<file path="config.mk">
export PLATFORM = sky130hd
export DESIGN_NAME = usart_core
export DESIGN_NICKNAME = d
export VERILOG_FILES = /design/src/hw/usart_pkg.sv /design/src/hw/usart_core.sv /design/src/hw/baud_gen.sv /design/src/hw/xck_sync.sv
export VERILOG_INCLUDE_DIRS = /design/src /design/src/hw
export SDC_FILE = /design/constraint.sdc
export NUM_CORES = 1
export LEC_CHECK = 0
export BUFFER_PORTS_ARGS = -buffer_cell sky130_fd_sc_hd__buf_2
export CORE_MARGIN = 4
export CORE_UTILIZATION = 57
export DETAILED_ROUTE_END_ITERATION = 6
export PLACE_DENSITY = 0.78
export SLEW_MARGIN = 20
export SYNTH_ARGS = -nofsm -noshare
export SYNTH_HDL_FRONTEND = slang
export SYNTH_SLANG_ARGS = --single-unit
</file>
<file path="constraint.sdc">
create_clock -name hclk -period 4.7 [get_ports hclk]
set_input_delay 0.94 -clock hclk [delete_from_list [all_inputs] [get_ports hclk]]
set_output_delay 0.94 -clock hclk [all_outputs]
set_load 0.02 [all_outputs]
</file>
<file path="src/hw/usart_params.svh">
// offsets, field positions, reset values and divider figures of the serial block
`ifndef USART_PARAMS_SVH
`define USART_PARAMS_SVH
`define OFS_CTRL     4'h0
`define OFS_STATUS   4'h4
`define OFS_DATA     4'h8
`define OFS_BAUD     4'hC
`define ST_RXC       0
`define ST_TXC       1
`define ST_FE        2
`define ST_PE        3
`define ST_EMPTY     4
`define CTRL_RESET   12'h0C0
`define BAUD_RESET   12'h000
`define OVS_NORMAL   5'h10
`define OVS_DOUBLE   5'h08
`define CSZ_NINE     3'h7
`endif

</file>
<file path="src/hw/usart_pkg.sv">
// shared types of the serial block
package usart_pkg;
    typedef struct packed {
        logic       stop_count_sel;
        logic [1:0] parity_mode_field;
        logic [2:0] char_size_field;
        logic       clock_polarity_sel;
        logic       xfer_clock_dir_bit;
        logic       sync_mode_sel_bit;
        logic       double_speed_sel;
        logic       rx_enable_bit;
        logic       tx_enable_bit;
    } cfg_t;
    typedef struct packed {
        logic rise;
        logic fall;
    } edge_t;
    typedef enum logic {RX_IDLE, RX_BUSY} rx_state_t;
endpackage : usart_pkg

</file>
<file path="src/hw/usart_core.sv">
// serial transceiver core: clocking, framing, AHB-Lite registers
//
// The register offsets and register access over AHB-Lite were chosen for this implementation.
`timescale 1ns/1ps
`default_nettype none
`include "usart_params.svh"
module usart_core (
    input  wire logic        hclk,
    input  wire logic        hresetn,
    input  wire logic        hsel,
    input  wire logic [31:0] haddr,
    input  wire logic [1:0]  htrans,
    input  wire logic        hwrite,
    input  wire logic [2:0]  hsize,
    input  wire logic [31:0] hwdata,
    input  wire logic        hready,
    output logic             hreadyout,
    output logic [31:0]      hrdata,
    output logic             hresp,
    input  wire logic        serial_in_pin,
    output logic             serial_out_pin,
    output logic             serial_out_oe,
    input  wire logic        xfer_clock_in,
    output logic             xfer_clock_out,
    output logic             xfer_clock_oe
);
    // ==========================================================
    // declarations
    usart_pkg::cfg_t  cfg;
    usart_pkg::cfg_t  next_cfg;
    usart_pkg::edge_t slave_edges;
    logic [11:0] baud;
    logic [11:0] next_baud;
    logic        baud_reload;
    logic        tick;
    logic        d_wr, next_d_wr, d_rd, next_d_rd, rd_done, next_rd_done;
    logic [3:0]  d_addr, next_d_addr;
    logic [31:0] next_hrdata;
    logic        ap;
    logic [8:0]  tx_buf, next_tx_buf;
    logic        tx_full, next_tx_full;
    logic        tx_complete_flag, next_txc, rx_complete_flag, next_rxc, fe, next_fe, pe, next_pe;
    logic [8:0]  rx_data, next_rx_data;
    logic [3:0]  nbits;
    logic        pen;
    logic [4:0]  ovs;
    logic        rin1, rin2;
    logic [4:0]  tx_pre, next_tx_pre;
    logic        xck_int, next_xck_int, master_run;
    logic        chg_edge, smp_edge, tx_strobe, tx_active;
    logic [12:0] tx_frame, tx_shift, next_tx_shift;
    logic [3:0]  tx_len, tx_left, next_tx_left;
    logic        tx_par, tx_load, tx_done;
    logic [8:0]  tx_mask;
    usart_pkg::rx_state_t rx_state, next_rx_state;
    logic [4:0]  rx_cnt, next_rx_cnt;
    logic [3:0]  rx_idx, next_rx_idx, rx_last;
    logic [8:0]  rx_shift, next_rx_shift;
    logic        rx_pbit, next_rx_pbit, rx_strobe, rx_store;

    // ==========================================================
    // frame format, shared by both directions
    always_comb begin
        if (cfg.char_size_field == `CSZ_NINE) begin
            nbits = 4'h9;
        end else if (cfg.char_size_field[2]) begin
            nbits = 4'h8;
        end else begin
            nbits = {2'h0, cfg.char_size_field[1:0]} + 4'h5;
        end
    end
    assign pen = cfg.parity_mode_field[1];
    // sync mode never sees the double-speed bit
    assign ovs = (cfg.double_speed_sel && !cfg.sync_mode_sel_bit) ?
                 `OVS_DOUBLE : `OVS_NORMAL;

    // ==========================================================
    // clock generation
    baud_gen #(.DIV_W(12)) u_baud (
        .hclk    (hclk),
        .hresetn (hresetn),
        .divisor (next_baud),
        .reload  (baud_reload),
        .tick    (tick)
    );
    xck_sync u_xck (
        .hclk    (hclk),
        .hresetn (hresetn),
        .xck_in  (xfer_clock_in),
        .edges   (slave_edges)
    );

    assign master_run = cfg.sync_mode_sel_bit && cfg.xfer_clock_dir_bit &&
                        (cfg.tx_enable_bit || cfg.rx_enable_bit);
    always_comb begin
        next_tx_pre  = tx_pre;
        next_xck_int = xck_int;
        if (tick) begin
            next_tx_pre = (tx_pre == ovs - 5'h01) ? 5'h00 : tx_pre + 5'h01;
            if (master_run) begin
                next_xck_int = ~xck_int;
            end
        end
        chg_edge = 1'h0;
        smp_edge = 1'h0;
        if (cfg.sync_mode_sel_bit && cfg.xfer_clock_dir_bit) begin
            chg_edge = master_run && tick && (xck_int == cfg.clock_polarity_sel);
            smp_edge = master_run && tick && (xck_int != cfg.clock_polarity_sel);
        end else if (cfg.sync_mode_sel_bit) begin
            chg_edge = cfg.clock_polarity_sel ? slave_edges.fall : slave_edges.rise;
            smp_edge = cfg.clock_polarity_sel ? slave_edges.rise : slave_edges.fall;
        end
    end

    always_ff @(posedge hclk or negedge hresetn) begin
        if (!hresetn) begin
            tx_pre  <= 5'h00;
            xck_int <= 1'h0;
            rin1    <= 1'h1;
            rin2    <= 1'h1;
        end else begin
            tx_pre  <= next_tx_pre;
            xck_int <= next_xck_int;
            rin1    <= serial_in_pin;
            rin2    <= rin1;
        end
    end

    // master drives the clock pin while transmit or receive is enabled; slave leaves it as an input
    assign xfer_clock_out = xck_int;
    assign xfer_clock_oe  = master_run;

    // ==========================================================
    // transmitter
    assign tx_strobe = cfg.sync_mode_sel_bit ? chg_edge :
                       (tick && tx_pre == ovs - 5'h01);
    // disabling only bites once the shifter and buffer have drained
    assign tx_active = cfg.tx_enable_bit || (tx_left != 4'h0) || tx_full;
    assign tx_mask   = 9'h1FF >> (4'h9 - nbits);
    assign tx_par    = (^(tx_buf & tx_mask)) ^ cfg.parity_mode_field[0];
    assign tx_len    = 4'h2 + nbits + {3'h0, pen} + {3'h0, cfg.stop_count_sel};

    always_comb begin
        tx_frame    = 13'h1FFF;
        tx_frame[0] = 1'h0;
        for (int i = 0; i < 9; i++) begin
            if (i < nbits) begin
                tx_frame[i + 1] = tx_buf[i];
            end
        end
        if (pen) begin
            tx_frame[nbits + 4'h1] = tx_par;
        end
    end

    always_comb begin
        next_tx_shift = tx_shift;
        next_tx_left  = tx_left;
        tx_load       = 1'h0;
        tx_done       = 1'h0;
        if (tx_strobe && tx_active) begin
            if (tx_left <= 4'h1) begin
                tx_done = (tx_left == 4'h1) && !tx_full;
                if (tx_full) begin
                    tx_load       = 1'h1;
                    next_tx_shift = tx_frame;
                    next_tx_left  = tx_len;
                end else begin
                    next_tx_left  = 4'h0;
                end
            end else begin
                next_tx_shift = {1'h1, tx_shift[12:1]};
                next_tx_left  = tx_left - 4'h1;
            end
        end
    end

    always_ff @(posedge hclk or negedge hresetn) begin
        if (!hresetn) begin
            tx_shift <= 13'h1FFF;
            tx_left  <= 4'h0;
        end else begin
            tx_shift <= next_tx_shift;
            tx_left  <= next_tx_left;
        end
    end

    assign serial_out_oe  = tx_active;
    assign serial_out_pin = (tx_left != 4'h0) ? tx_shift[0] : 1'h1;

    // ==========================================================
    // receiver
    assign rx_last   = nbits + {3'h0, pen} + 4'h1;
    assign rx_strobe = cfg.sync_mode_sel_bit ? smp_edge :
                       (tick && rx_cnt == (ovs >> 1));

    always_comb begin
        next_rx_state = rx_state;
        next_rx_cnt   = rx_cnt;
        next_rx_idx   = rx_idx;
        next_rx_shift = rx_shift;
        next_rx_pbit  = rx_pbit;
        rx_store      = 1'h0;
        if (!cfg.rx_enable_bit) begin
            next_rx_state = usart_pkg::RX_IDLE;
        end else begin
            case (rx_state)
                usart_pkg::RX_IDLE: begin
                    next_rx_shift = 9'h000;
                    if (!cfg.sync_mode_sel_bit && tick && !rin2) begin
                        next_rx_state = usart_pkg::RX_BUSY;
                        next_rx_cnt   = 5'h00;
                        next_rx_idx   = 4'h0;
                    end else if (cfg.sync_mode_sel_bit && smp_edge && !rin2) begin
                        next_rx_state = usart_pkg::RX_BUSY;
                        next_rx_idx   = 4'h1;
                    end
                end
                usart_pkg::RX_BUSY: begin
                    if (tick) begin
                        next_rx_cnt = (rx_cnt == ovs - 5'h01) ? 5'h00 : rx_cnt + 5'h01;
                    end
                    if (rx_strobe) begin
                        next_rx_idx = rx_idx + 4'h1;
                        if (rx_idx == 4'h0) begin
                            // a start bit gone high by mid-bit was noise
                            if (rin2) begin
                                next_rx_state = usart_pkg::RX_IDLE;
                            end
                        end else if (rx_idx <= nbits) begin
                            next_rx_shift[rx_idx - 4'h1] = rin2;
                        end else if (pen && rx_idx == nbits + 4'h1) begin
                            next_rx_pbit = rin2;
                        end
                        if (rx_idx == rx_last) begin
                            rx_store      = 1'h1;
                            next_rx_state = usart_pkg::RX_IDLE;
                        end
                    end
                end
                default: begin
                    next_rx_state = usart_pkg::RX_IDLE;
                end
            endcase
        end
    end

    always_ff @(posedge hclk or negedge hresetn) begin
        if (!hresetn) begin
            rx_state <= usart_pkg::RX_IDLE;
            rx_cnt   <= 5'h00;
            rx_idx   <= 4'h0;
            rx_shift <= 9'h000;
            rx_pbit  <= 1'h0;
        end else begin
            rx_state <= next_rx_state;
            rx_cnt   <= next_rx_cnt;
            rx_idx   <= next_rx_idx;
            rx_shift <= next_rx_shift;
            rx_pbit  <= next_rx_pbit;
        end
    end

    // ==========================================================
    // AHB-Lite slave: writes zero-wait, reads one wait state
    assign ap          = hsel && htrans[1] && hready;
    assign hreadyout   = !d_rd || rd_done;
    assign hresp       = 1'h0;
    assign baud_reload = d_wr && d_addr == `OFS_BAUD;

    always_comb begin
        next_d_wr    = hreadyout ? (ap && hwrite) : d_wr;
        next_d_rd    = hreadyout ? (ap && !hwrite) : d_rd;
        next_d_addr  = (hreadyout && ap) ? haddr[3:0] : d_addr;
        next_rd_done = d_rd && !rd_done;
        next_hrdata  = hrdata;
        next_cfg     = cfg;
        next_baud    = baud;
        next_tx_buf  = tx_buf;
        next_tx_full = tx_full && !tx_load;
        next_txc     = tx_complete_flag;
        next_rxc     = rx_complete_flag;
        next_fe      = fe;
        next_pe      = pe;
        next_rx_data = rx_data;
        if (d_wr) begin
            if (d_addr == `OFS_CTRL) begin
                next_cfg = hwdata[11:0];
            end else if (d_addr == `OFS_STATUS) begin
                if (hwdata[`ST_TXC]) begin
                    next_txc = 1'h0;
                end
            end else if (d_addr == `OFS_DATA) begin
                if (!tx_full) begin
                    next_tx_buf  = hwdata[8:0];
                    next_tx_full = 1'h1;
                end
            end else if (d_addr == `OFS_BAUD) begin
                next_baud = hwdata[11:0];
            end
        end
        if (d_rd && !rd_done) begin
            if (d_addr == `OFS_CTRL) begin
                next_hrdata = {20'h00000, cfg};
            end else if (d_addr == `OFS_STATUS) begin
                next_hrdata = {27'h0000000, !tx_full, pe, fe, tx_complete_flag, rx_complete_flag};
            end else if (d_addr == `OFS_DATA) begin
                next_hrdata = {23'h000000, rx_data};
                next_rxc    = 1'h0;
            end else if (d_addr == `OFS_BAUD) begin
                next_hrdata = {20'h00000, baud};
            end else begin
                next_hrdata = 32'h00000000;
            end
        end
        // hardware events win over a same-cycle clear
        if (tx_done) begin
            next_txc = 1'h1;
        end
        if (rx_store) begin
            next_rxc     = 1'h1;
            next_rx_data = rx_shift;
            next_fe      = !rin2;
            next_pe      = pen && ((^rx_shift) ^ cfg.parity_mode_field[0] ^ rx_pbit);
        end
    end

    always_ff @(posedge hclk or negedge hresetn) begin
        if (!hresetn) begin
            d_wr    <= 1'h0;
            d_rd    <= 1'h0;
            rd_done <= 1'h0;
            d_addr  <= 4'h0;
            hrdata  <= 32'h00000000;
            cfg     <= `CTRL_RESET;
            baud    <= `BAUD_RESET;
            tx_buf  <= 9'h000;
            tx_full <= 1'h0;
            tx_complete_flag     <= 1'h0;
            rx_complete_flag     <= 1'h0;
            fe      <= 1'h0;
            pe      <= 1'h0;
            rx_data <= 9'h000;
        end else begin
            d_wr    <= next_d_wr;
            d_rd    <= next_d_rd;
            rd_done <= next_rd_done;
            d_addr  <= next_d_addr;
            hrdata  <= next_hrdata;
            cfg     <= next_cfg;
            baud    <= next_baud;
            tx_buf  <= next_tx_buf;
            tx_full <= next_tx_full;
            tx_complete_flag     <= next_txc;
            rx_complete_flag     <= next_rxc;
            fe      <= next_fe;
            pe      <= next_pe;
            rx_data <= next_rx_data;
        end
    end

    // ==========================================================
    // checks
    chk_idle_line_high: assert property (@(posedge hclk) disable iff (!hresetn)
        (tx_left <= 4'h1) |-> serial_out_pin)
        else $error("idle line not high");
    chk_start_bit_low: assert property (@(posedge hclk) disable iff (!hresetn)
        ($past(tx_left) <= 4'h1 && tx_left == tx_len && $past(tx_load)) |-> !serial_out_pin)
        else $error("start bit not low");
    chk_txd_takeover: assert property (@(posedge hclk) disable iff (!hresetn)
        (tx_left != 4'h0) |-> serial_out_oe)
        else $error("serial output released mid frame");
    chk_slave_no_drive: assert property (@(posedge hclk) disable iff (!hresetn)
        (!cfg.xfer_clock_dir_bit || !cfg.sync_mode_sel_bit) |-> !xfer_clock_oe)
        else $error("clock pin driven outside master mode");
    chk_async_bit_div: assert property (@(posedge hclk) disable iff (!hresetn)
        (tx_strobe && !cfg.sync_mode_sel_bit) |-> tick ##1 (tx_pre == 5'h00))
        else $error("async transmit divider wrong");
    chk_frame_err: assert property (@(posedge hclk) disable iff (!hresetn)
        rx_store |=> (rx_complete_flag && fe == !$past(rin2)))
        else $error("frame error not tied to first stop bit");
    chk_txc_set: assert property (@(posedge hclk) disable iff (!hresetn)
        tx_done |=> tx_complete_flag)
        else $error("transmit complete lost");
    chk_sync_edges: assert property (@(posedge hclk) disable iff (!hresetn)
        !(chg_edge && smp_edge))
        else $error("change and sample on one edge");
endmodule : usart_core
`default_nettype wire

</file>
<file path="src/hw/baud_gen.sv">
// down-counting baud generator
`timescale 1ns/1ps
`default_nettype none
module baud_gen #(
    parameter int DIV_W = 12
) (
    input  wire logic             hclk,
    input  wire logic             hresetn,
    input  wire logic [DIV_W-1:0] divisor,
    input  wire logic             reload,
    output logic                  tick
);
    generate
        if (DIV_W < 2 || DIV_W > 16) begin : g_bad
            $error("baud_gen: DIV_W out of range");
        end
    endgenerate

    logic [DIV_W-1:0] cnt;
    logic [DIV_W-1:0] next_cnt;

    assign tick = (cnt == '0);

    always_comb begin
        if (reload || tick) begin
            next_cnt = divisor;
        end else begin
            next_cnt = cnt - 1'h1;
        end
    end

    always_ff @(posedge hclk or negedge hresetn) begin
        if (!hresetn) begin
            cnt <= '0;
        end else begin
            cnt <= next_cnt;
        end
    end

    chk_baud_reload: assert property (@(posedge hclk) disable iff (!hresetn)
        (tick || reload) |=> cnt == $past(divisor))
        else $error("baud counter did not reload");
endmodule : baud_gen
`default_nettype wire

</file>
<file path="src/hw/xck_sync.sv">
// transfer clock synchroniser and edge detector for slave mode
`timescale 1ns/1ps
`default_nettype none
module xck_sync (
    input  wire logic   hclk,
    input  wire logic   hresetn,
    input  wire logic   xck_in,
    output usart_pkg::edge_t edges
);
    logic s1;
    logic s2;
    logic s3;

    always_ff @(posedge hclk or negedge hresetn) begin
        if (!hresetn) begin
            s1 <= 1'h0;
            s2 <= 1'h0;
            s3 <= 1'h0;
        end else begin
            s1 <= xck_in;
            s2 <= s1;
            s3 <= s2;
        end
    end

    // one-cycle strobes, two clocks after the pin moves
    assign edges.rise = s2 & ~s3;
    assign edges.fall = ~s2 & s3;

    chk_edge_latency: assert property (@(posedge hclk) disable iff (!hresetn)
        edges.rise |-> ($past(xck_in, 2) && !$past(xck_in, 3)))
        else $error("slave clock edge latency wrong");
endmodule : xck_sync
`default_nettype wire

</file>
After elaboration in Yosys (flattened, before gate mapping)
Index checks and enable logic that the tools add are counted.
- flip-flop bits (word level): 146
- bits in latches: 0
- memory bits (writable): 0
- memory bits (read-only): 0
- output and inout bits: 38
- word-level logic and storage cells: 250
- memories kept: 0
- add/sub/neg operators: 15
- multiply operators: 0
- divide/modulo/power cells: 0
- magnitude comparators: 15
- equality and inequality tests: 22
- shifts and indexed selects: 1
- multiplexer cells: 86
- bitwise logic cells: 15
- reduce and logical (&&, ||, !) cells: 59
- operators by type and width (kind ; count):
    $mux W12 ; 10
    $mux W1 ; 50
    $mux W13 ; 3
    $mux W4 ; 7
    $mux W9 ; 3
    $logic_and A1 B1 Y1 ; 26
    $mux W5 ; 5
    $pmux W9 S2 ; 1
    $reduce_xor A9 Y1 ; 2
    $lt A3 B4 Y1 const A ; 4
    $ne A2 B2 Y1 const B ; 7
    $bwmux W13 ; 1
    $add A4 B1 Y4 ; 3
    $add A4 B1 Y4 const B ; 3
    $logic_not A12 Y1 ; 1
    $reduce_and A4 Y1 ; 3
    $sub A12 B1 Y12 const B ; 1
    $add A5 B1 Y5 const B ; 2
    $eq A5 B5 Y1 ; 2
    $lt A4 B5 Y1 const B ; 2
    $pmux W5 S2 ; 1
    $reduce_bool A2 Y1 ; 5
    $and A9 B9 Y9 ; 1
    $bwmux W9 ; 1
    36 further kinds ; 69

Depth between registers and ports, before layout
Gate-level depths: netlist of run 1.
- word-level depth: 16
- depth in mapped cells: 12

Modules after synthesis
A second synthesis of run 1 with hierarchy kept.
- cells, all modules: 686
- area, all modules: 7124.3 um^2
- modules (own cells, without submodules) (module ; times used ; cells each ; area each (um^2) ; seq. area each (um^2)):
    usart_core ; 1 ; 611 ; 6361.1 ; 2798.9
    baud_gen ; 1 ; 70 ; 673.1 ; 300.3
    xck_sync ; 1 ; 5 ; 90.1 ; 75.1

Least setup slack after synthesis of run 1
No wires, ideal clock.
- path type: register to register
- start point: reg cfg[6] (netlist bit)
- end point: reg tx_shift[10]
- data arrival time: 3.140 ns
- slack: 1.469 ns
- cell stages (with the launch flop): 11
- period minus slack after synthesis: 3.231 ns
- cell sequence: dfstp_2 > ha_1 > nor2_1 > inv_1 > ha_1 > nor4bb_1 > xnor2_1 > xnor2_1 > xnor2_1 > mux2i_1 > o31ai_1
- longest elaborated chain between the ends: 12
- ends and longest elaborated chain (item ; line ; source):
    start, declared ; usart_core.sv:29 ; usart_pkg::cfg_t cfg;
    start signal, assigned ; usart_core.sv:335 ; cfg <= `CTRL_RESET;
    start signal, assigned ; usart_core.sv:350 ; cfg <= next_cfg;
    $add A2 B3 Y4 ; usart_core.sv:69 ; nbits = {2'h0, cfg.char_size_field[1:0]} + 4'h5;
    $mux W4 ; usart_core.sv:66 ; end else if (cfg.char_size_field[2]) begin
    $mux W4 (*) ; usart_core.sv:64 ; if (cfg.char_size_field == `CSZ_NINE) begin
    $sub A4 B4 Y4 or $add A4 B1 Y4 (tied branches) ; usart_core.sv:139, usart_core.sv:152 ;
    $shr A9 B4 Y9, or another cell as far along ; usart_core.sv:139 ; assign tx_mask = 9'h1FF >> (4'h9 - nbits);
    $and A9 B9 Y9 or $logic_and A1 B1 Y1 (tied branches) ; usart_core.sv:140, usart_core.sv:152 ;
    $reduce_xor A9 Y1 or $mux W1 (tied branches) ; usart_core.sv:140, usart_core.sv:152 ;
    $xor A1 B1 Y1 or $demux W1 S4 (tied branches) ; usart_core.sv:140, usart_core.sv:152 ;
    $bwmux W13 (*) ; usart_core.sv:152 ; tx_frame[nbits + 4'h1] = tx_par;
    $mux W13 (*) ; usart_core.sv:151 ; if (pen) begin
    $mux W13 (*) ; usart_core.sv:164 ; if (tx_full) begin
    $mux W13 (*) ; usart_core.sv:162 ; if (tx_left <= 4'h1) begin
    end signal, assigned ; usart_core.sv:183 ; tx_shift <= next_tx_shift;
    end, declared ; usart_core.sv:51 ; logic [12:0] tx_frame, tx_shift, next_tx_shift;
Every way passes the cells marked *; elsewhere a longest branch is shown, timed or not. The select of a mux whose other input is x is not followed.
A chain may end at the register's enable or synchronous reset.

Worst setup path in the final report of run 1
- start point: reg cfg[7] (netlist bit)
- end point: reg rx_data[0]
- longest elaborated chain between the ends: 10
- ends and longest elaborated chain (item ; line ; source):
    $add A2 B3 Y4 ; usart_core.sv:69 ;
    $mux W4 ; usart_core.sv:66 ;
    $mux W4 (*) ; usart_core.sv:64 ;
    $add A4 B1 Y4 (*) (2 in a row) ; usart_core.sv:193 ; assign rx_last = nbits + {3'h0, pen} + 4'h1;
    $eq A4 B4 Y1 (*) ; usart_core.sv:235 ; if (rx_idx == rx_last) begin
    $mux W1 (*) ; usart_core.sv:235 ;
    $mux W1 (*) ; usart_core.sv:223 ; if (rx_strobe) begin
    $mux W1 (*) ; usart_core.sv:207 ; case (rx_state)
    $mux W1 (*) ; usart_core.sv:204 ; if (!cfg.rx_enable_bit) begin
    end signal, assigned ; usart_core.sv:358 ; rx_data <= next_rx_data;
    end, declared ; usart_core.sv:43 ; logic [8:0] rx_data, next_rx_data;
Every way passes the cells marked *; elsewhere a longest branch is shown, timed or not.

==> impl_metrics.ini, run 1 <==
[placed_design]
post-dp-hpwl_um = 11630
place.port_buffers = 40
routabilityCongestion = 0.8987
dpl_cell_area_um2 = 7473

[critical_path]
required_ns = 5.00
cp-end-kind = flop
cp.arrival_ns = 4.09
critPathLaunchType = flop
cp_max_fo = 12
r2r_slack_ns = 0.91
path_class = flop to flop

[global_routing]
antenna_found_initial = 0
grt_usage = 0.2400
grt_pass1_wl_um = 27390
grt-ovfl-total = 0
grt_pass1_vias = 5326
grt_max_degree = 77

[logic_synthesis]
avgSynthCellArea_um2 = 10.44
yosysUniqueCellTypes = 65
synth_top_area_share = 0.3783
ys_ff_latch = 126
synth_area_leaders = dfrtp_1 38%, mux2_2 7.8%, dfstp_2 6.2%, ha_1 5.6%, mux2i_1 4.2%
yosys.area.top_type = dfrtp_1
ys_seq_area_frac = 0.4402
syn_area_um2 = 7211
yosysWarnings = 0
ys_async_sr_fraction = 1.000
synth_top_flop_cell = dfrtp_1
synthCells = 691
synth_edf_count = 0

[detailed_routing]
vias_per_cell = 5.867
wirelength_um = 16530
remaining_drc_errors = 0
drtAntennaViolNets = 0
drt_iter0_drc = 514
routedWlPerCell_um = 18.20
drt_pass1_iterations = 6
vias = 5327

[finish]
fin_area_um2 = 8079
final_common_cell = dfrtp_1
drive_gt1_frac = 0.2203
layout.cells.most_common_list = 109 x dfrtp_1, 67 x nand2_1, 50 x mux2_2, 45 x nor2_1, 39 x buf_2
final_util = 0.6616
areaGrowthSynthToFinish_pct = 12.04
nNetsFinal = 836
num_antenna_cells = 0

[timing]
setup-violations-final = 0
fmax_mhz = 264.0
slew_violations = 0
period_share = 0.8061
skew_ns = 0.007329
relSlewSlack = 0.3392
period_needed_ns = 3.788
tightest_slew_ns = 0.9911
setup_tns_ns = 0
rsz0062_at_grt = false
finalHoldViolations = 0

[cts]
path_clk_slew_ns = 0.06
root_buffer = clkbuf_16
cts_max_level = 4
holdBufCountCts = 0
cts_buffers = 17
cts.repair.resized = 0
clk_latency_ns = 0.42
cts_buffer_depth = 2
clock-sinks = 126
postCtsSetupBuffers = 0
cts_tree = done

[flow_run]
max_cap_viol_count = 0

[floorplan]
ios = 114
num_rows = 40
die_area_um2 = 14510
start_util = 0.5905
fp.dieW_um = 120.5
die_height_um = 120.5
core_um2 = 12210

[power]
leakage_nw = 3.669
vdd_drop_max_uv = 440.7
cellPowerDensity_nw_per_um2 = 666.6
finalPower_w = 0.005385

[hold_path]
hold_path_class = flop to flop

[run_status]
status = completed
==> where the power goes <==
part	internal (W)	total, W	switching [W]
Combinational	0.000957	0.00222	0.00126
Sequential	0.00144	0.00182	0.000385
Clock	0.000850	0.00134	0.000493
==> layer usage <==
metal  vias up  part of all wire  global-route usage
met4         0             0.015             0.07082
met2       152              0.50              0.3971
met1      2654              0.44              0.3189
met5         -                 0                   0
li1       2492                 -                   -
met3        29             0.045             0.05145
==> flip-flops by register name (all words and copies together) (netlist names), 5 cells and up <==
| signal | cells |
|---|---|
| rx_cnt | 5 |
| tx_pre | 5 |
| hrdata | 12 |
| tx_buf | 9 |
| cfg | 12 |
| baud | 12 |
| tx_shift | 13 |
| u_baud.cnt | 12 |
| rx_data | 9 |
| rx_shift | 9 |
==> cells in the mapped netlist (all sizes together) (2+ instances only) <==
cell type and number:
and3b 2, o22a 3, nand3 13, nor4bb 2, a22o 3, ha 32, nand3b 3, o31ai 5
o21ai 42, a21oi 22, o211a 3, nor4 2, mux2i 30, a211oi 3, a221oi 8, nor2 45
nor3 18, mux2 60, or3 13, xnor2 26, a222oi 4, or2 2, nand4 15, o211ai 6
nand4b 2, o21a 3, inv 20, dfstp 17, nor2b 8, a21o 4, buf 30, dfrtp 109
nand2 68, nand2b 6, nor3b 3, and2 6, xor2 15, clkbuf 20, and3 3
==> worst max-delay path: stages (launching register included) <==
cell	delay, ns
dfstp_2	0.58
ha_1	0.26
nand2b_1	0.30
inv_1	0.22
ha_1	0.27
nor2b_1	0.14
xnor2_1	0.13
or3_1	0.36
a211oi_1	0.58
nand2_2	0.40
mux2_1	0.41
==> path summary, 6_finish.rpt <==
check                              from         end  cells after the start
max in group asynchronous       hresetn      cfg[6]                      2
worst max register to register   cfg[7]  rx_data[0]                     10
worst min-delay path               rin1        rin2                      0
worst min register to register     rin1        rin2                      0
min in group asynchronous       hresetn  tx_left[3]                      1
worst max-delay path             cfg[7]  rx_data[0]                     10
==> area by class of cell <==
type / instances / area, um^2
clock inverters: 13 / 162.7
clock buffers: 19 / 442.9
repair buffers: 47 / 255.2
inverters: 20 / 75.07
well taps: 168 / 210.2
multi-input cells: 515 / 3759
fillers: 906 / 4133
flip-flops and latches: 126 / 3174
==> metrics by stage <==
step | worst slack, ns | cells | hold WS, ns
after detailed placement | 0.9683 | 876 | 0.3468
after global routing | 0.7518 | 908 | 0.3553
after global placement | 1.039 | 876 | 0.3369
after CTS | 0.9422 | 908 | 0.3546
final | 0.9115 | 908 | 0.3538
after floorplan | 1.469 | 711 | 0.3312
==> logic make-up after synthesis <==
group	count (synthesis)	synth area share
AND/OR/NAND/NOR	215	0.1511
multiplexers	90	0.1390
adder cells (fa/ha/maj)	33	0.05830
flip-flops	126	0.4402
buffers and inverters	70	0.04980
other	1	0.0005201
AO/OA/AOI/OAI	114	0.1081
XOR/XNOR	42	0.05292
(Power assumes the default switching activity.)
==> inputs of run 2 (changes only) <==
--- a/config.mk
+++ b/config.mk
@@ -8,9 +8,9 @@
 export LEC_CHECK = 0
 export BUFFER_PORTS_ARGS = -buffer_cell sky130_fd_sc_hd__buf_2
 export CORE_MARGIN = 4
-export CORE_UTILIZATION = 57
+export CORE_UTILIZATION = 52
 export DETAILED_ROUTE_END_ITERATION = 6
-export PLACE_DENSITY = 0.78
+export PLACE_DENSITY = 0.75
 export SLEW_MARGIN = 20
 export SYNTH_ARGS = -nofsm -noshare
 export SYNTH_HDL_FRONTEND = slang
==> constraint.sdc (replaced) <==
create_clock -name hclk -period 3.1 [get_ports hclk]
set_input_delay 0.62 -clock hclk [delete_from_list [all_inputs] [get_ports hclk]]
set_output_delay 0.62 -clock hclk [all_outputs]
set_load 0.02 [all_outputs]
==> impl_metrics.ini, run 2 (same netlist as run 1, synthesis figures left out) <==
[cts]
root_buffer = clkbuf_16
clk_latency_ns = 0.42
cts_buffer_depth = 2
cts_buffers = 17
cts_tree = done
path_clk_slew_ns = 0.06
cts_max_level = 4
clock-sinks = 126

[power]
swShare = 0.3980
comb_power_share = 0.449
vdd_drop_max_uv = 497.9
clkPwrFrac = 0.231
leakage_nw = 3.783
intPower_w = 0.005050
p_switching_w = 0.003339
seq_power_share = 0.320
cellPowerDensity_nw_per_um2 = 1014

[flow_run]
max_cap_viol_count = 0

[placed_design]
routabilityCongestion = 0.8616
dpl_cell_area_um2 = 7644
place_ws_ns = -0.007989
post-dp-hpwl_um = 12400
place.port_buffers = 40

[timing]
period_needed_ns = 2.958
setup-violations-final = 0
rsz0062_at_grt = false
relSlewSlack = 0.5443
slew_violations = 0
final.setup.worst_slack_ns = 0.1416
period_share = 0.9543
fmax_mhz = 338.0
tightest_slew_ns = 0.6836
finalHoldViolations = 0
fin_hold_ws_ns = 0.2542
skew_ns = 0.01309

[critical_path]
critPathMaxStageDelay_ns = 0.56
cp_max_fo = 12
required_ns = 3.40
cp.arrival_ns = 3.26
path_class = flop to flop
critPathSlowestCell = dfstp_2
cp-end-kind = flop
path_cells = ha_1, nand2b_1, inv_1, ha_1, nor2b_1, xnor2_1, or3_1, a211oi_1, nand2_2, buf_12, mux2_1
cp_common_cell = ha_1
critPathLaunchType = flop

[global_routing]
grt_pass1_wl_um = 27810
grt_max_degree = 52
grt_pass1_vias = 5397
antenna_found_initial = 0
grt_usage = 0.2196
grt-ovfl-total = 0

[detailed_routing]
vias_per_cell = 5.831
drt_pass1_iterations = 6
vias = 5458
drtAntennaViolNets = 0
remaining_drc_errors = 0
routedWlPerCell_um = 18.44
drt_iter0_drc = 533
wirelength_um = 17260

[hold_path]
hold_path_class = primary input to asynchronous set/reset pin

[finish]
layout.cells.most_common_list = 109 x dfrtp_1, 67 x nand2_1, 50 x mux2_2, 44 x nor2_1, 39 x buf_2
drive_gt1_frac = 0.2461
final_common_cell = dfrtp_1
areaGrowthSynthToFinish_pct = 14.70
top_register = tx_shift
nNetsFinal = 856
largest_reg_flops = 13
num_antenna_cells = 0
fin_area_um2 = 8270
fill_cells = 1047

[floorplan]
fp.dieW_um = 125.8
die_area_um2 = 15810
ios = 114
num_rows = 42
core_um2 = 13400
start_util = 0.5381
die_height_um = 125.8

[run_status]
status = completed
[run 2: per-stage QoR]
| stage | power, W | instances | setup TNS (ns) | utilization |
|---|---|---|---|---|
| floorplan | 0.005247 | 711 | 0 | - |
| global placement | 0.006087 | 901 | 0 | 0.5704 |
| detailed placement | 0.006231 | 901 | -0.007989 | 0.5704 |
| CTS | 0.008360 | 935 | 0 | 0.6150 |
| global route | 0.008892 | 936 | 0 | 0.6172 |
| finish | 0.008389 | 936 | 0 | 0.6172 |
[run 2: layout make-up]
type	instances	area, um^2	share of cell area
multi-input cells	515	3775	0.4564
clock buffers	18	439.2	0.05310
flip-flops and latches	126	3174	0.3838
repair buffers	67	442.9	0.05356
clock inverters	14	143.9	0.01740
well taps	176	220.2	0.02663
inverters	20	75.07	0.009077
[run 2: final timing paths]
path,startpoint,to,slack (ns),cells after the start
worst max-delay path,cfg[6],rx_data[1],0.14,11
worst min-delay path,hresetn,tx_left[3],0.25,1
worst max register to register,cfg[6],rx_data[1],0.14,11
worst min register to register,u_xck.s1,u_xck.s2,0.35,0
max in group asynchronous,hresetn,rin1,2.13,2
min in group hclk,serial_in_pin,rin1,0.30,1
[run 2: critical path, delay by kind of cell (launching register included)]
| kind | cells | cell delay (ns) |
|---|---|---|
| flops | 1 | 0.56 |
| xor+xnor | 1 | 0.15 |
| fa+ha+maj | 2 | 0.49 |
| buf+inv | 2 | 0.22 |
| simple gates | 4 | 0.76 |
| compound gates | 1 | 0.34 |
| mux | 1 | 0.31 |
[run 2: metal layers]
metal  global-route usage  vias to the layer above  wire length, um
met1               0.2854                     2697             7218
met5                    0                        -                0
li1                     -                     2527                -
met2               0.3678                      199             8577
met4              0.06183                        0              294
met3              0.05504                       35             1167
[run 2: power by group through the flow]
stage | clock [W] | combinational (W) | sequential (W)
final | 0.00194 | 0.00377 | 0.00268
after global routing | 0.00205 | 0.00410 | 0.00274
after CTS | 0.00196 | 0.00373 | 0.00267
after detailed placement | 0 | 0.00354 | 0.00269
after global placement | 0 | 0.00344 | 0.00265
after floorplan | 0 | 0.00265 | 0.00259
[run 2: timing repair]
item                                    4_1_cts  5_1_grt
pin swaps                                     1        1
setup buffers                                 2        1
hold endpoints to repair                      0        0
hold buffers                                  0        0
resized for setup                             0        2
endpoints found under the setup margin        2       11
